**config.mk**
```make
export PLATFORM = sky130hd
export DESIGN_NAME = compare_timer_irq_and_count_control
export DESIGN_NICKNAME = d
export VERILOG_FILES = /design/src/design/ctimer_pkg.sv /design/src/design/chan_if.sv /design/src/design/timer_channel.sv /design/src/design/compare_timer_irq_and_count_control.sv
export SDC_FILE = /design/constraint.sdc
export NUM_CORES = 1
export LEC_CHECK = 0
export ABC_AREA = 1
export BUFFER_PORTS_ARGS = -buffer_cell sky130_fd_sc_hd__buf_2
export CORE_ASPECT_RATIO = 2
export CORE_MARGIN = 3
export CORE_UTILIZATION = 60
export DETAILED_ROUTE_END_ITERATION = 12
export PLACE_DENSITY_LB_ADDON = 0.12
export REMOVE_ABC_BUFFERS = 1
export SETUP_SLACK_MARGIN = 0.3
export SLEW_MARGIN = 20
export SYNTH_ARGS = -nofsm -noshare
export SYNTH_HDL_FRONTEND = slang
export SYNTH_SLANG_ARGS = --single-unit
```
**constraint.sdc**
```tcl
create_clock -name clk -period 6.09 [get_ports clk]
set_clock_uncertainty 0.2 [all_clocks]
set_input_delay 0.609 -clock clk [delete_from_list [all_inputs] [get_ports clk]]
set_output_delay 0.609 -clock clk [all_outputs]
set_load 0.005 [all_outputs]
```
**src/design/ctimer_pkg.sv**
```systemverilog
// constants for the two-channel compare timer control block
`default_nettype none
package ctimer_pkg;
  // ----------------------------------------------------------------
  // structure
  // ----------------------------------------------------------------
  localparam int CH_NUM  = 2;            // channels
  localparam int NCMP    = 4;            // compare registers a..d
  localparam int NSRC    = 6;            // interrupt sources per channel
  localparam int CNT_W   = 16;           // counter width
  localparam int PRESC_W = 5;            // prescaler up to divide by 32
  // ----------------------------------------------------------------
  // register map (byte addresses)
  // ----------------------------------------------------------------
  localparam logic [11:0] START_ADDR = 12'h000; // start register
  localparam logic [5:0]  CH0_PAGE   = 6'h01;   // channel 0 at 0x040
  localparam logic [5:0]  CH1_PAGE   = 6'h02;   // channel 1 at 0x080
  localparam logic [3:0]  IDX_CTRL   = 4'h0;    // channel control
  localparam logic [3:0]  IDX_IOCTL  = 4'h1;    // pin action control
  localparam logic [3:0]  IDX_STAT   = 4'h2;    // status flags
  localparam logic [3:0]  IDX_IEN    = 4'h3;    // interrupt enables
  localparam logic [3:0]  IDX_ICTL   = 4'h4;    // interrupt control
  localparam logic [3:0]  IDX_CNT    = 4'h5;    // channel counter
  localparam logic [3:0]  IDX_CMPA   = 4'h6;    // compare a, b..d follow
  localparam logic [3:0]  IDX_LAST   = 4'h9;    // compare d
  // ----------------------------------------------------------------
  // fields
  // ----------------------------------------------------------------
  localparam int STOPSEL_LSB = 2;        // stop select bits in start reg
  localparam int CS_LSB      = 0;        // count source select [2:0]
  localparam int CLR_LSB     = 5;        // counter clear select [7:5]
  localparam int REQ_BIT     = 3;        // request flag in irq control
  localparam int SRC_A       = 0;        // compare a match flag
  localparam int SRC_OVF     = 4;        // overflow flag
  localparam logic [2:0] CS_F1   = 3'h0; // peripheral clock
  localparam logic [2:0] CS_F2   = 3'h1;
  localparam logic [2:0] CS_F4   = 3'h2;
  localparam logic [2:0] CS_F8   = 3'h3;
  localparam logic [2:0] CS_F32  = 3'h4;
  localparam logic [2:0] CS_FAST = 3'h6; // fast internal oscillator
  localparam logic [2:0] CLR_A    = 3'h1;
  localparam logic [2:0] CLR_B    = 3'h2;
  localparam logic [2:0] CLR_SYNC = 3'h3;
  localparam logic [2:0] CLR_C    = 3'h5;
  localparam logic [2:0] CLR_D    = 3'h6;
  localparam logic [1:0] ACT_LOW  = 2'h1; // pin action on match
  localparam logic [1:0] ACT_HIGH = 2'h2;
  localparam logic [1:0] ACT_TGL  = 2'h3;
  // ----------------------------------------------------------------
  // reset values
  // ----------------------------------------------------------------
  localparam logic [7:0]  CTRL_RST = 8'h00;
  localparam logic [7:0]  IOCTL_RST = 8'h00;
  localparam logic [15:0] CMP_RST  = 16'hffff;
  localparam logic [2:0]  PRIO_RST = 3'h0;
endpackage
`default_nettype wire

```
**src/design/chan_if.sv**
```systemverilog
// carrier between the control top and one counter channel
`default_nettype none
interface chan_if;
  import ctimer_pkg::*;
  logic                tick;       // count enable pulse
  logic [2:0]          clrSel;     // counter clear select
  logic [7:0]          ioCtl;      // two action bits per compare
  logic [CNT_W-1:0]    cmp [NCMP]; // compare values
  logic                cntWr;      // software counter write
  logic [CNT_W-1:0]    cntWrData;  // value written
  logic                syncClr;    // other channel's own clear
  logic [CNT_W-1:0]    count;      // counter value
  logic [4:0]          events;     // overflow, match d..a
  logic                ownClr;     // clear caused by own compare
  logic [NCMP-1:0]     pins;       // compare output pins
  modport top  (output tick, clrSel, ioCtl, cmp, cntWr, cntWrData,
                syncClr, input count, events, ownClr, pins);
  modport chan (input tick, clrSel, ioCtl, cmp, cntWr, cntWrData,
                syncClr, output count, events, ownClr, pins);
endinterface
`default_nettype wire

```
**src/design/timer_channel.sv**
```systemverilog
// one 16-bit compare counter with clear select and pin actions
`default_nettype none
module timer_channel
  import ctimer_pkg::*;
(
  input wire logic clk,
  input wire logic rst,
  chan_if.chan     cif
);

  // ----------------------------------------------------------------
  // compare and clear
  // ----------------------------------------------------------------
  logic [CNT_W-1:0] count_r;  // counter
  logic [NCMP-1:0]  pins_r;   // pin levels
  logic [NCMP-1:0]  match;    // match while counting
  logic             clr;      // counter clear this cycle
  logic             ovf;      // wrap from all ones

  // matches count only on a count pulse, so a stopped counter is quiet
  for (genvar j = 0; j < NCMP; j++) begin : g_match
    assign match[j] = cif.tick & (count_r == cif.cmp[j]);
  end

  // clear source decode, sync mode borrows the other channel
  always_comb begin
    case (cif.clrSel)
      CLR_A:   cif.ownClr = match[0];
      CLR_B:   cif.ownClr = match[1];
      CLR_C:   cif.ownClr = match[2];
      CLR_D:   cif.ownClr = match[3];
      default: cif.ownClr = 1'b0; // free run, sync and illegal codes
    endcase
  end
  // own clear only is exported, so two sync channels form no loop
  assign clr = cif.ownClr | ((cif.clrSel == CLR_SYNC) & cif.syncClr);
  assign ovf = cif.tick & (count_r == '1) & ~clr;
  assign cif.events = {ovf, match};
  assign cif.count  = count_r;
  assign cif.pins   = pins_r;

  // ----------------------------------------------------------------
  // counter
  // ----------------------------------------------------------------
  // a clear beats a colliding software write
  always_ff @(posedge clk) begin
    if (rst) begin
      count_r <= '0;
    end else if (clr) begin
      count_r <= '0;
    end else if (cif.cntWr) begin
      count_r <= cif.cntWrData;
    end else if (cif.tick) begin
      count_r <= count_r + 1'b1;
    end
  end

  // ----------------------------------------------------------------
  // pin actions
  // ----------------------------------------------------------------
  // pins move only on a match, so any stop keeps the last level
  for (genvar j = 0; j < NCMP; j++) begin : g_pin
    always_ff @(posedge clk) begin
      if (rst) begin
        pins_r[j] <= 1'b0;
      end else if (match[j]) begin
        case (cif.ioCtl[2*j +: 2])
          ACT_LOW:  pins_r[j] <= 1'b0;
          ACT_HIGH: pins_r[j] <= 1'b1;
          ACT_TGL:  pins_r[j] <= ~pins_r[j];
          default:  pins_r[j] <= pins_r[j];
        endcase
      end
    end
  end
endmodule
`default_nettype wire

```
**src/design/compare_timer_irq_and_count_control.sv**
```systemverilog
// two-channel compare timer: apb registers, start control, irq
// Operation
// six sources gathered into one request
// compare matches and overflow set flags
// request high when enabled flag set
// request drops when no enabled flag
// request stays while another source pending
// handler reads flags to find source
// acknowledge never clears flags, software does
// stop select zero: stop after a-clear
// stop select zero: start write zero ignored
// software writes start zero to keep it
// stop select first, start clear later
// software stop holds pin levels
// automatic stop holds match levels
// clear select codes a b sync c d
// clear beats colliding counter write
// read after write may be stale
// change count source only when stopped
// wait two cycles before oscillator off
// source code 110b selects fast oscillator
// clear and toggle on a, period n+1
// request combinational from status, enable
//
// Design decisions made here: the placing of the registers and the APB slave port.
`default_nettype none
module compare_timer_irq_and_count_control
  import ctimer_pkg::*;
(
  input  wire logic        clk,
  input  wire logic        rst,
  input  wire logic        psel,
  input  wire logic        penable,
  input  wire logic        pwrite,
  input  wire logic [11:0] paddr,
  input  wire logic [31:0] pwdata,
  output var  logic [31:0] prdata,
  output logic             pready,
  output logic             pslverr,
  input  wire logic        fastOscClk,
  output logic [1:0]       irqRequest,
  output logic [5:0]       irqPriority,
  output logic [7:0]       comparePins,
  output logic [1:0]       countRunning
);

  // ----------------------------------------------------------------
  // apb decode
  // ----------------------------------------------------------------
  logic             accessPh;          // access phase
  logic             setupPh;           // setup phase
  logic             startSel;          // start register addressed
  logic [1:0]       chSel;             // channel page addressed
  logic [3:0]       regIdx;            // word within page
  logic             mapped;            // address is a register
  logic             startWr;           // start register write
  logic [1:0]       chanStart_r;       // channel start bits
  logic [1:0]       stopSel_r;         // stop select bits
  logic [7:0]       ctrl_r    [CH_NUM];// source and clear select
  logic [7:0]       ioCtl_r   [CH_NUM];// pin actions
  logic [NSRC-1:0]  statFlags_r [CH_NUM]; // status flags
  logic [NSRC-1:0]  irqEn_r   [CH_NUM];// interrupt enables
  logic [2:0]       prio_r    [CH_NUM];// priority levels
  logic [CNT_W-1:0] cmp_r [CH_NUM][NCMP]; // compare values
  logic [CNT_W-1:0] count [CH_NUM];    // counter readback
  logic [4:0]       events [CH_NUM];   // channel events
  logic [1:0]       ownClr;            // per channel own clears
  logic [1:0]       autoStop;          // a-match stop events
  logic [1:0]       tick;              // count pulses
  logic [31:0]      rdMux;             // read data before register

  assign setupPh  = psel & ~penable;
  assign accessPh = psel & penable;
  assign regIdx   = paddr[5:2];
  assign startSel = (paddr == START_ADDR);
  assign chSel[0] = (paddr[11:6] == CH0_PAGE) & (paddr[1:0] == 2'h0);
  assign chSel[1] = (paddr[11:6] == CH1_PAGE) & (paddr[1:0] == 2'h0);
  assign mapped   = startSel | ((|chSel) & (regIdx <= IDX_LAST));
  assign startWr  = accessPh & pwrite & startSel;
  // zero wait: every access finishes in its first access cycle
  assign pready   = 1'b1;
  assign pslverr  = accessPh & ~mapped;

  // ----------------------------------------------------------------
  // count sources
  // ----------------------------------------------------------------
  logic [PRESC_W-1:0] presc_r;   // shared divider for f/2..f/32
  logic [2:0]         oscSync_r; // fast oscillator pin synchroniser
  logic               fastEdge;  // one pulse per oscillator rise
  logic               fastLvl_r; // filtered oscillator level

  // free-running divider, all channels see the same phase
  always_ff @(posedge clk) begin
    if (rst) begin
      presc_r <= '0;
    end else begin
      presc_r <= presc_r + 1'b1;
    end
  end

  // oscillator sampled as a pin; each level must last two clk cycles
  always_ff @(posedge clk) begin
    if (rst) begin
      oscSync_r <= '0;
    end else begin
      oscSync_r <= {oscSync_r[1:0], fastOscClk};
    end
  end
  // level taken only when the two late stages agree, so a one-cycle
  // glitch on the oscillator pin never counts
  always_ff @(posedge clk) begin
    if (rst) begin
      fastLvl_r <= 1'b0;
    end else if (oscSync_r[1] == oscSync_r[2]) begin
      fastLvl_r <= oscSync_r[2];
    end
  end
  assign fastEdge = oscSync_r[2] & oscSync_r[1] & ~fastLvl_r;

  // source select to one-cycle enable; external clock not built
  function automatic logic srcPulse(input logic [2:0] cs,
                                    input logic [PRESC_W-1:0] pc,
                                    input logic fe);
    case (cs)
      CS_F1:   srcPulse = 1'b1;
      CS_F2:   srcPulse = pc[0];
      CS_F4:   srcPulse = &pc[1:0];
      CS_F8:   srcPulse = &pc[2:0];
      CS_F32:  srcPulse = &pc;
      CS_FAST: srcPulse = fe;
      default: srcPulse = 1'b0;
    endcase
  endfunction

  // ----------------------------------------------------------------
  // start register
  // ----------------------------------------------------------------
  // stop select is judged on its old value, so a single write
  // setting stop select and clearing start leaves the count running
  always_ff @(posedge clk) begin
    if (rst) begin
      chanStart_r <= '0;
      stopSel_r   <= '0;
    end else begin
      for (int ch = 0; ch < CH_NUM; ch++) begin
        if (startWr) begin
          stopSel_r[ch] <= pwdata[STOPSEL_LSB + ch];
        end
        if (startWr && pwdata[ch]) begin
          chanStart_r[ch] <= 1'b1; // software start wins
        end else if (startWr && stopSel_r[ch]) begin
          chanStart_r[ch] <= 1'b0;
        end else if (!stopSel_r[ch] && autoStop[ch]) begin
          chanStart_r[ch] <= 1'b0;
        end
        // write of zero with stop select low keeps start
      end
    end
  end
  assign countRunning = chanStart_r;

  // ----------------------------------------------------------------
  // per-channel registers and counter
  // ----------------------------------------------------------------
  for (genvar ch = 0; ch < CH_NUM; ch++) begin : g_ch
    chan_if cif ();
    logic chWr;   // write to this channel page
    logic statWr; // status write

    assign chWr   = accessPh & pwrite & chSel[ch];
    assign statWr = chWr & (regIdx == IDX_STAT);
    assign tick[ch] = chanStart_r[ch] &
                      srcPulse(ctrl_r[ch][CS_LSB +: 3], presc_r, fastEdge);
    assign autoStop[ch] = events[ch][SRC_A];

    // channel hookup
    assign cif.tick      = tick[ch];
    assign cif.clrSel    = ctrl_r[ch][CLR_LSB +: 3];
    assign cif.ioCtl     = ioCtl_r[ch];
    assign cif.cmp       = cmp_r[ch];
    assign cif.cntWr     = chWr & (regIdx == IDX_CNT);
    assign cif.cntWrData = pwdata[CNT_W-1:0];
    assign cif.syncClr   = ownClr[1-ch];
    assign ownClr[ch]    = cif.ownClr;
    assign count[ch]     = cif.count;
    assign events[ch]    = cif.events;
    assign comparePins[NCMP*ch +: NCMP] = cif.pins;

    timer_channel timer_channel_i (
      .clk (clk),
      .rst (rst),
      .cif (cif)
    );

    // control, enables, priority and compare values
    always_ff @(posedge clk) begin
      if (rst) begin
        ctrl_r[ch]  <= CTRL_RST;
        ioCtl_r[ch] <= IOCTL_RST;
        irqEn_r[ch] <= '0;
        prio_r[ch]  <= PRIO_RST;
        for (int j = 0; j < NCMP; j++) begin
          cmp_r[ch][j] <= CMP_RST;
        end
      end else if (chWr) begin
        case (regIdx)
          IDX_CTRL:  ctrl_r[ch]  <= pwdata[7:0];
          IDX_IOCTL: ioCtl_r[ch] <= pwdata[7:0];
          IDX_IEN:   irqEn_r[ch] <= pwdata[NSRC-1:0];
          IDX_ICTL:  prio_r[ch]  <= pwdata[2:0];
          default: begin
            for (int j = 0; j < NCMP; j++) begin
              if (regIdx == IDX_CMPA + 4'(j)) begin
                cmp_r[ch][j] <= pwdata[CNT_W-1:0];
              end
            end
          end
        endcase
      end
    end

    // flags: write zero clears, a same-cycle event wins; top
    // source bit has no event in compare mode and stays zero
    always_ff @(posedge clk) begin
      if (rst) begin
        statFlags_r[ch] <= '0;
      end else if (statWr) begin
        statFlags_r[ch] <= (statFlags_r[ch] & pwdata[NSRC-1:0]) |
                           {1'b0, events[ch]};
      end else begin
        statFlags_r[ch] <= statFlags_r[ch] | {1'b0, events[ch]};
      end
    end

    // level request, never latched: follows flags and enables
    assign irqRequest[ch] = |(statFlags_r[ch] & irqEn_r[ch]);
    assign irqPriority[3*ch +: 3] = prio_r[ch];

  end

  // ----------------------------------------------------------------
  // read path
  // ----------------------------------------------------------------
  // read mux; unmapped and reserved bits read zero
  always_comb begin
    rdMux = '0;
    if (startSel) begin
      rdMux[1:0] = chanStart_r;
      rdMux[STOPSEL_LSB +: 2] = stopSel_r;
    end
    for (int ch = 0; ch < CH_NUM; ch++) begin
      if (chSel[ch]) begin
        case (regIdx)
          IDX_CTRL:  rdMux[7:0] = ctrl_r[ch];
          IDX_IOCTL: rdMux[7:0] = ioCtl_r[ch];
          IDX_STAT:  rdMux[NSRC-1:0] = statFlags_r[ch];
          IDX_IEN:   rdMux[NSRC-1:0] = irqEn_r[ch];
          IDX_ICTL:  rdMux[REQ_BIT:0] = {irqRequest[ch], prio_r[ch]};
          IDX_CNT:   rdMux[CNT_W-1:0] = count[ch];
          default: begin
            for (int j = 0; j < NCMP; j++) begin
              if (regIdx == IDX_CMPA + 4'(j)) begin
                rdMux[CNT_W-1:0] = cmp_r[ch][j];
              end
            end
          end
        endcase
      end
    end
  end

  // captured in setup, so a read right after a write may be stale
  always_ff @(posedge clk) begin
    if (rst) begin
      prdata <= '0;
    end else if (setupPh && !pwrite) begin
      prdata <= rdMux;
    end
  end
endmodule
`default_nettype wire

```
* Yosys cells after proc, flatten, opt, wreduce, memory -nomap -nowiden
Memory sizes are Yosys's and may differ from the RTL's.
Cells that the tools add are included.
** Word-level totals
- Flip-flop bits (word level) :: 69
- RAM bits :: 190
- Output and inout bits :: 52
- Logic and storage cells :: 350
- Memories kept :: 6
** Memories
- cmp_r :: depth 2, width 64, read ports 2, clocked after memory_dff 0, wr ports 2, line compare_timer_irq_and_count_control.sv:64 : logic [CNT_W-1:0] cmp_r [CH_NUM][NCMP];
- ctrl_r :: depth 2, width 8, read ports 2, clocked after memory_dff 0, wr ports 2, line compare_timer_irq_and_count_control.sv:59 : logic [7:0] ctrl_r [CH_NUM];
- ioCtl_r :: depth 2, width 8, read ports 2, clocked after memory_dff 0, wr ports 2, line compare_timer_irq_and_count_control.sv:60 : logic [7:0] ioCtl_r [CH_NUM];
- irqEn_r :: depth 2, width 6, read ports 2, clocked after memory_dff 0, wr ports 2, line compare_timer_irq_and_count_control.sv:62 : logic [NSRC-1:0] irqEn_r [CH_NUM];
- statFlags_r :: depth 2, width 6, read ports 2, clocked after memory_dff 0, wr ports 2, line compare_timer_irq_and_count_control.sv:61 : logic [NSRC-1:0] statFlags_r [CH_NUM];
- prio_r :: depth 2, width 3, read ports 2, clocked after memory_dff 0, wr ports 2, line compare_timer_irq_and_count_control.sv:63 : logic [2:0] prio_r [CH_NUM];
** Operators by class
- $add $sub $neg :: 3
- $lt $le $gt $ge :: 1
- Eq/ne operators :: 66
- Mux-type cells :: 135
- Bitwise operators :: 76
- Reductions and logical operators :: 46
** Operator list (number)
- 2-to-1 mux 16 bit :: 22
- equality test 16 bit :: 8
- 2-to-1 mux 1 bit :: 80
- one-hot mux 4 bit (6 select lines) :: 2
- 2-to-1 mux 6 bit :: 6
- adder 16 x 1 -> 16 bit (second input constant) :: 2
- bitwise AND 1 bit :: 32
- equality test 16 bit (second input constant) :: 2
- equality test 2 bit (second input constant) :: 16
- 2-to-1 mux 8 bit :: 4
- one-hot mux 8 bit (2 select lines) :: 2
- nonzero test 3 bit :: 10
- bitwise AND 6 bit :: 4
- equality test 3 x 2 -> 1 bit (second input constant) :: 8
- equality test 3 bit (second input constant) :: 8
- OR 6 x 5 -> 6 bit :: 4
- one-hot mux 1 bit (3 select lines) :: 8
- one-hot mux 2 bit (6 select lines) :: 2
- OR 1 bit :: 23
- AND reduction 2 bit :: 9
- equality test 2 x 1 -> 1 bit (second input constant) :: 8
- equality test 4 x 3 -> 1 bit (second input constant) :: 4
- one-hot mux 2 bit (4 select lines) :: 2
- NOT 1 bit :: 13
- other kinds (27) :: 48

* Logic depth before layout (Yosys ltp)
Gate-level depths: netlist (run 1).
- Depth after elaboration :: 14
- Depth in mapped cells :: 17
- Gate-level depth less buffers :: 17

* Hierarchy
A second synthesis (run 1) with hierarchy kept.
** Unflattened totals
- Cell total of the unflattened synthesis :: 2402
- Area, all modules :: 17072.6 µm²
** Modules (own cells, without submodules)
- compare_timer_irq_and_count_control :: instances 1, cells an instance 1174, area each 10731.5 µm², seq. area each 6286.0 µm²
- timer_channel :: instances 2, cells an instance 614, area each 3170.5 µm², seq. area each 400.4 µm²

* Least setup slack after synthesis (run 1)
OpenSTA, ideal clock, no wires.
- Path kind :: input to register
- Start :: input paddr[9]
- End :: memory cmp_r[1][0] (netlist name) (enable)
- Library setup time :: 411 ps
- Data arrival time :: 2704 ps
- Required time :: 5479 ps
- Slack :: 2775 ps
- Stages on the path :: 8
- Path buffers :: 1
- Cells stage by stage :: nor2_1 > nand2_1 > inv_1 > nand4_4 > nor2_4 > inv_2 > clkbuf_1 > o21ai_0
** RTL lines
- start: declaration :: line compare_timer_irq_and_count_control.sv:35 : input wire logic [11:0] paddr,
- end: declaration :: line compare_timer_irq_and_count_control.sv:64

* Worst setup path in the final report (run 1)
- Start :: register presc_r[0]
- End :: register g_ch[1].timer_channel_i.count_r[13]
** On the way
- Longest elaborated chain between the ends :: 8
- Elaborated cells on any way between the ends :: 21
- Those cells by class :: mux: 4; bitwise: 12; reduce/logical: 5
** Ends and longest elaborated chain
- start: declaration :: line compare_timer_irq_and_count_control.sv:87 : logic [PRESC_W-1:0] presc_r;
- start signal: assignment :: line compare_timer_irq_and_count_control.sv:97 : presc_r <= presc_r + 1'b1;
- AND reduction 5 bit (tied with other cells) :: line compare_timer_irq_and_count_control.sv:129 : CS_F32: srcPulse = &pc;
- one-hot mux 1 bit (6 select lines) :: line compare_timer_irq_and_count_control.sv:124 : case (cs)
- bitwise AND 1 bit :: line compare_timer_irq_and_count_control.sv:172 : assign tick[ch] = chanStart_r[ch] &
- bitwise AND 1 bit :: line timer_channel.sv:22 : assign match[j] = cif.tick & (count_r == cif.cmp[j]);
- one-hot mux 1 bit (4 select lines) :: line timer_channel.sv:27 : case (cif.clrSel)
- bitwise AND 1 bit :: line timer_channel.sv:36 : assign clr = cif.ownClr | ((cif.clrSel == CLR_SYNC) & cif.syncClr);
- OR 1 bit :: line timer_channel.sv:36
- OR reduction 2 bit (no source line)
- end signal: assignment :: line timer_channel.sv:52 : count_r <= cif.cntWrData;
- end signal: assignment :: line timer_channel.sv:54 : count_r <= count_r + 1'b1;
- end: declaration :: line timer_channel.sv:14 : logic [CNT_W-1:0] count_r;
Several ways; a longest one is shown, not always the timed one.
A chain may end at the register's enable or synchronous reset.

==> impl_metrics.csv, run 1 <==
group,metric,value,unit
critical_path,arrival,4.09,ns
timing,worst_slew_pin_slew,1.15,ns
critical_path,rrSetupSlack,2.22,ns
layout,layout_commonest_cell,"nand2_1",
global_route,grt_start_max_net_pins,43,
detailed_routing,routed_wl,47800,µm
global_route,gr-total-overflow,0,
layout,area_growth,8.05,%
timing,finalSetupTns,0,ns
global_route,grt_pass1_vias,12800,
layout,most-common-layout-cells,"506 x nand2_1, 190 x edfxtp_1, 172 x nor2_1",
detailed_routing,avgRoutedWirePerCell,21.7,µm
synth,ys.flop_type,"edfxtp_1",
clock_tree,ctsHoldBuffers,0,
critical_path,worstSetupPathType,"reg -> reg",
clock_tree,ctsLongestPathBuffers,3,
clock_tree,worstSkewPairLatency,0.54,ns
timing,hold_violations,0,
layout,layout-drive-gt1-share,10.5,%
critical_path,worstPathRequired,6.31,ns
timing,finalCriticalPeriod,3.87,ns
floorplan,die_w,118,µm
synth,async_flop_share,0,%
detailed_routing,num_vias,13200,
floorplan,die_height,229,µm
power_and_ir_drop,power.density,246,nW/µm²
critical_path,cp_max_fo,16,
clock_tree,clk_pin_slew,0.06,ns
critical_path,end_kind,"flip-flop",
synth,synthAdderAreaFrac,0.501,%
detailed_routing,avgViaCountPerCell,5.99,
clock_tree,cts_resized,0,
critical_path,endpoint,"g_ch[1].timer_channel_i.cif.count[13]$_SDFFE_PP0P_",
floorplan,die_area,27000,µm²
synth,synth_xor_area_share,7.01,%
place,dp.cells,2162,
clock_tree,htree_levels,1,
floorplan,io_pins,102,
clock_tree,cts-buffers-inserted,24,
critical_path,critPathLaunchType,"flip-flop",
layout,antennaDiodeCount,0,
detailed_routing,drc,0,
timing,rsz0062_at_grt,"no",
detailed_routing,drt_iter0_drc,1402,
detailed_routing,drt_first_pass_iters,6,
power_and_ir_drop,vdd_drop_max,0.000235,V
global_route,antenna_found_initial,0,
timing,setup_violations,0,
floorplan,num_rows,81,
clock_tree,postCtsSetupRepairBufs,0,
synth,synth_mux_area_share,0,%
clock_tree,cts_tree,"built",
timing,finalCritPeriodShare,63.5,%
synth,synth-simple-area-share,26.5,%
clock_tree,cts.sinks,259,
power_and_ir_drop,power,3.98,mW
synth,synthCells,1832,
synth,syn_area_per_cell,8.18,µm²
synth,seq_area_frac_synth,47.3,%
timing,report.final.slew_viol_count,0,
worst_hold_path,min_path_type,"in -> reg",
detailed_routing,ant_nets,0,
timing,max_freq,259,MHz
power_and_ir_drop,power_leakage,6.13,nW
synth,ys_warn_count,0,
global_route,grt_pass1_wl,72600,µm
critical_path,rr_endpoint,"g_ch[1].timer_channel_i.cif.count[13]$_SDFFE_PP0P_",
clock_tree,root_buffer,"clkbuf_16",
synth,synth_compound_area_share,10.3,%
place,dp.final_hpwl,34100,µm
critical_path,worstSetupStartpoint,"presc_r[0]$_SDFF_PP0_",
synth,synth_top_family_by_area,"simple AND/OR/NAND/NOR gates",
critical_path,worst-r2r-cell-count,13,
synth,synth-edff-count,190,
timing,relSlewSlack,23.5,%
global_route,gr-usage-all-layers,34.9,%
run_status,status,"finished clean",
floorplan,coreArea,24500,µm²
synth,ys_ff_latch,259,
place,gp_congestion,0.995,
layout,layout.cells.non_filler,2206,
layout,fin_nets,1912,
synth,ys_types,56,
place,io_buffers,68,
floorplan,start_util,61.1,%
critical_path,worstReg2RegStart,"presc_r[0]$_SDFF_PP0_",
synth,syn-cell-area,15000,µm²
run,maxCapViolCount,0,
## layout make-up
type                    instances  area (µm²)
clock inverters                12         194
repair buffers                 87         483
fillers                      2151        8340
clock buffers                  32         662
flip-flops and latches        259        7090
multi-input cells            1323        6750
inverters                     161         604
well taps                     332         415
## metal layers
layer / GRT usage, % / vias up / wire length (µm)
li1: - / 6087 / -
met1: 40.3 / 6200 / 16500
met2: 60.6 / 719 / 23800
met3: 3.56 / 199 / 3570
met4: 24.3 / 0 / 3910
met5: 0 / - / 0
## synthesized netlist by cell type, drive strengths merged (2+ instances only)
| master | number | share of area (%) |
|---|---|---|
| a2111oi | 2 | 0.12 |
| a211oi | 9 | 0.45 |
| a21o | 3 | 0.15 |
| a21oi | 118 | 3.9 |
| a22o | 4 | 0.23 |
| a311oi | 4 | 0.23 |
| a31oi | 6 | 0.25 |
| buf | 87 | 3.6 |
| clkbuf | 27 | 0.68 |
| clkinv | 12 | 0.30 |
| conb | 2 | 0.050 |
| dfxtp | 69 | 9.2 |
| edfxtp | 190 | 38 |
| ha | 6 | 0.50 |
| inv | 149 | 3.7 |
| nand2 | 513 | 13 |
| nand3 | 85 | 3.0 |
| nand4 | 49 | 2.2 |
| nor2 | 190 | 5.4 |
| nor3 | 35 | 1.7 |
| nor4 | 7 | 0.29 |
| o2111ai | 3 | 0.18 |
| o211ai | 5 | 0.25 |
| o21ai | 85 | 2.9 |
| o221a | 5 | 0.38 |
| o221ai | 2 | 0.12 |
| o22ai | 23 | 0.96 |
| or2 | 15 | 0.63 |
| xnor2 | 88 | 5.1 |
| xor2 | 32 | 1.9 |
## kinds of logic (layout without fill, tap and decap cells)
kind of cell	count (synthesis)	count (layout)
compound gates	272	272
fa+ha+maj	6	6
flops	259	259
xor+xnor	120	120
simple gates	898	898
buf+inv	275	292
other cells	2	27
## power by group
group,total [mW],internal [mW],switching [mW]
Clock,1.66,0.979,0.681
Sequential,2.01,1.96,0.0474
Combinational,0.313,0.0889,0.224
Total,3.98,3.03,0.952
## worst max-delay path, stage by stage, from the launching register on
cell	delay, ns
dfxtp_1	0.43
ha_1	0.21
inv_1	0.08
nor2_1	0.11
ha_1	0.21
o22ai_1	0.09
nand2_1	0.07
nand3_1	0.06
nor2_1	0.74
nand3_1	0.52
o21ai_0	0.41
o21ai_1	0.19
nand3_2	0.32
nor2_1	0.08
## how the worst min path moves through the flow
| stage | cells after the start | slack, ns | startpoint | end |
|---|---|---|---|---|
| after floorplan | 2 | 0.19 | oscSync_r[0]$_SDFF_PP0_ | oscSync_r[1]$_SDFF_PP0_ |
| after global placement | 2 | 0.20 | oscSync_r[0]$_SDFF_PP0_ | oscSync_r[1]$_SDFF_PP0_ |
| after detailed placement | 2 | 0.20 | oscSync_r[0]$_SDFF_PP0_ | oscSync_r[1]$_SDFF_PP0_ |
| after CTS | 3 | 0.08 | fastOscClk | oscSync_r[0]$_SDFF_PP0_ |
| after global routing | 3 | 0.1 | fastOscClk | oscSync_r[0]$_SDFF_PP0_ |
| final | 3 | 0.09 | fastOscClk | oscSync_r[0]$_SDFF_PP0_ |
## metrics by stage
step	instance area, µm²	hold WS, ns	utilization [%]	setup slack (ns)
floorplan	14400	0.188	-	2.36
global placement	15300	0.200	62.5	2.36
detailed placement	15300	0.201	62.5	2.29
CTS	16200	0.0758	66.0	2.28
global route	16200	0.0997	66.0	2.07
finish	16200	0.0884	66.0	2.22
## sequential cells by signal, indices dropped and copies added, names as in the netlist
register,cells
prdata,16
ioCtl_r,16
g_ch.timer_channel_i.cif.pins,8
prio_r,6
stopSel_r,2
fastLvl_r,1
cmp_r,128
g_ch.timer_channel_i.cif.count,32
presc_r,5
countRunning,2
irqEn_r,12
oscSync_r,3
statFlags_r,12
ctrl_r,16
No activity file was read; power rests on OpenSTA's default activity.
==> run 2: changes to the inputs <==
Settings changed: ABC_AREA 1 to 0.
Clock period 6.09 ns to 3.9 ns, I/O delays scaled along.
==> impl_metrics.csv, run 2 <==
group,metric,value,unit
run_status,status,"finished clean",
worst_hold_path,min_path_type,"in -> reg",
synth,ys_top_cells_by_area,"edfxtp_1 39%, dfxtp_1 9.6%, xor2_1 6.4%",
synth,ys_ff_latch,259,
place,post_dp_cell_area,15000,µm²
synth,syn_area_per_cell,10.1,µm²
clock_tree,htree_levels,1,
floorplan,start_util,61.4,%
timing,relSlewSlack,38.0,%
clock_tree,clk_pin_slew,0.07,ns
floorplan,die_area,26100,µm²
floorplan,coreArea,23500,µm²
detailed_routing,drt_iter0_drc,1510,
clock_tree,postCtsSetupRepairBufs,0,
detailed_routing,avgRoutedWirePerCell,25.9,µm
detailed_routing,routed_wl,45100,µm
place,io_buffers,68,
layout,layout_commonest_cell,"edfxtp_1",
timing,max_freq,294,MHz
global_route,gr-total-overflow,0,
detailed_routing,ant_nets,0,
timing,finalSetupTns,0,ns
power_and_ir_drop,p_comb_share,7.5,%
layout,largest-register,"cmp_r",
timing,worst_slew_pin_slew,0.927,ns
global_route,grt_pass1_vias,11500,
synth,ys_types,72,
power_and_ir_drop,netSwitchingFraction,23.5,%
critical_path,endpoint,"g_ch[0].timer_channel_i.cif.count[14]$_SDFFE_PP0P_",
layout,most-common-layout-cells,"190 x edfxtp_1, 110 x nand2_1, 106 x xor2_1",
synth,async_flop_share,0,%
clock_tree,cts-buffers-inserted,24,
layout,largest_reg_flops,128,
power_and_ir_drop,seq_power_share,51.1,%
power_and_ir_drop,vdd_drop_max,0.000368,V
power_and_ir_drop,power.density,388,nW/µm²
critical_path,arrival,3.65,ns
detailed_routing,drt_first_pass_iters,6,
synth,syn-cell-area,14500,µm²
global_route,grt_start_max_net_pins,49,
critical_path,rr_endpoint,"g_ch[0].timer_channel_i.cif.count[14]$_SDFFE_PP0P_",
detailed_routing,drc,0,
global_route,grt_pass1_wl,67300,µm
synth,yosysMostFrequentCell,"edfxtp_1",
timing,finalCritPeriodShare,87.1,%
floorplan,die_w,116,µm
place,dp.final_hpwl,31500,µm
global_route,antenna_found_initial,0,
critical_path,worstReg2RegStart,"presc_r[0]$_SDFF_PP0_",
critical_path,cp_max_fo,17,
synth,synth.top_cell.area_share,39.5,%
layout,fillers,1858,
synth,synth_commonest_cells,"190 x edfxtp_1, 112 x clkbuf_1, 110 x nand2_1",
run,maxCapViolCount,0,
clock_tree,worstSkewPairLatency,0.54,ns
timing,hold_violations,0,
detailed_routing,avgViaCountPerCell,6.73,
layout,area_growth,9.86,%
power_and_ir_drop,power_frac_clock,41.4,%
synth,post-synth-top-area-cell,"edfxtp_1",
layout,antennaDiodeCount,0,
timing,finalCriticalPeriod,3.40,ns
power_and_ir_drop,p_sw,1.45,mW
synth,seq_area_frac_synth,49.0,%
clock_tree,cts_tree,"built",
timing,setup_violations,0,
global_route,gr-usage-all-layers,34.5,%
critical_path,end_kind,"flip-flop",
timing,rsz0062_at_grt,"no",
critical_path,worst-r2r-cell-count,10,
critical_path,critPathLaunchType,"flip-flop",
layout,layout-drive-gt1-share,12.5,%
layout,final_area,15900,µm²
clock_tree,root_buffer,"clkbuf_16",
clock_tree,cts.sinks,259,
floorplan,num_rows,79,
floorplan,io_pins,102,
critical_path,worstSetupStartpoint,"presc_r[0]$_SDFF_PP0_",
synth,ys.flop_type,"edfxtp_1",
power_and_ir_drop,p_int,4.71,mW
critical_path,worstPathRequired,4.15,ns
place,gp_congestion,0.959,
floorplan,die_height,225,µm
synth,synthCells,1429,
power_and_ir_drop,power_leakage,6.05,nW
critical_path,rrSetupSlack,0.50,ns
detailed_routing,num_vias,11700,
layout,fin_nets,1498,
clock_tree,ctsLongestPathBuffers,3,
synth,synth-edff-count,190,
synth,ys_warn_count,0,
timing,report.final.slew_viol_count,0,
critical_path,worstSetupPathType,"reg -> reg",
## run 2: changes by cell type after synthesis, moves of 68 or more
cell / delta
a21oi_1: -68
inv_1: -110
clkbuf_1: +85
nand2_1: -396
xor2_1: +74
or3_1: +99
nor2_1: -99
## run 2: cell families (layout without fill, tap and decap cells)
kind of cell / count (synthesis) / count (layout) / share of synthesized area (%)
other: 2 / 27 / 0.0520
xor gates and xnor gates: 158 / 158 / 9.58
DFF: 259 / 259 / 49.0
adders and majority gates: 6 / 6 / 0.519
and+or+nand+nor: 526 / 526 / 20.0
buffers and inverters: 179 / 185 / 5.32
muxes: 44 / 44 / 3.11
AOI/OAI and AO/OA: 255 / 255 / 12.3
## run 2: area by class of cell
class / instances / area, µm² / share of cell area, %
clock buffer: 31 / 648 / 4.08
clock inverter: 13 / 185 / 1.17
inverter: 23 / 86.3 / 0.544
multi-input combinational: 1016 / 6790 / 42.7
sequential: 259 / 7090 / 44.6
tap: 283 / 354 / 2.23
timing repair buffer: 118 / 731 / 4.60
## run 2: worst min path at each step
stage               slack [ns]  cells past startpoint               startpoint                       to
floorplan                 0.21                      1  oscSync_r[0]$_SDFF_PP0_  oscSync_r[1]$_SDFF_PP0_
global placement          0.24                      2   prdata[5]$_SDFFE_PP0P_   prdata[5]$_SDFFE_PP0P_
detailed placement        0.24                      1  oscSync_r[0]$_SDFF_PP0_  oscSync_r[1]$_SDFF_PP0_
CTS                       0.03                      2                      rst    presc_r[0]$_SDFF_PP0_
global route              0.07                      2                      rst    presc_r[0]$_SDFF_PP0_
finish                    0.03                      2                      rst    presc_r[0]$_SDFF_PP0_
## run 2: per-stage QoR
stage	std cells	power, mW	util [%]	hold WS (ns)	setup WS [ns]
2_1_floorplan	1298	3.40	-	0.214	-0.351
3_3_place_gp	1698	3.65	63.9	0.239	0.508
3_5_place_dp	1698	3.66	63.9	0.235	0.418
4_1_cts	1743	6.15	67.5	0.0256	0.539
5_1_grt	1743	6.30	67.5	0.0718	0.406
6_report	1743	6.16	67.5	0.0348	0.502
## run 2: critical path, cell delays in order (launching register included)
cell      delay [ns]
dfxtp_1         0.36
ha_1            0.27
and3_1          0.20
ha_1            0.21
nand2b_1        0.08
a21oi_1         0.08
o2111a_1        0.42
and2_1          0.26
a221oi_1        0.27
o31a_1          0.70
nor3b_1         0.25
## run 2: repair_timing
item / CTS / global route
gates resized for setup: 0 / 0
hold buffers: 1 / 0
setup endpoints to repair: 0 / 0
hold endpoints to repair: 1 / 0
## run 2: power by group through the flow
stage          clock network, mW  logic [mW]  registers, mW
6_report                    2.55       0.463           3.15
5_1_grt                     2.65       0.491           3.16
4_1_cts                     2.55       0.454           3.15
3_5_place_dp                   0       0.450           3.21
3_3_place_gp                   0       0.446           3.20
2_1_floorplan                  0       0.223           3.18
## run 2: per-layer routing
layer	wire length (µm)	global-route usage [%]	vias to the layer above	part of all wire (%)
met5	0	0	-	0
met4	3420	22.3	0	7.6
met3	3210	3.52	194	7.1
met2	22200	57.7	655	49
met1	16200	41.9	5656	36
li1	-	-	5220	-
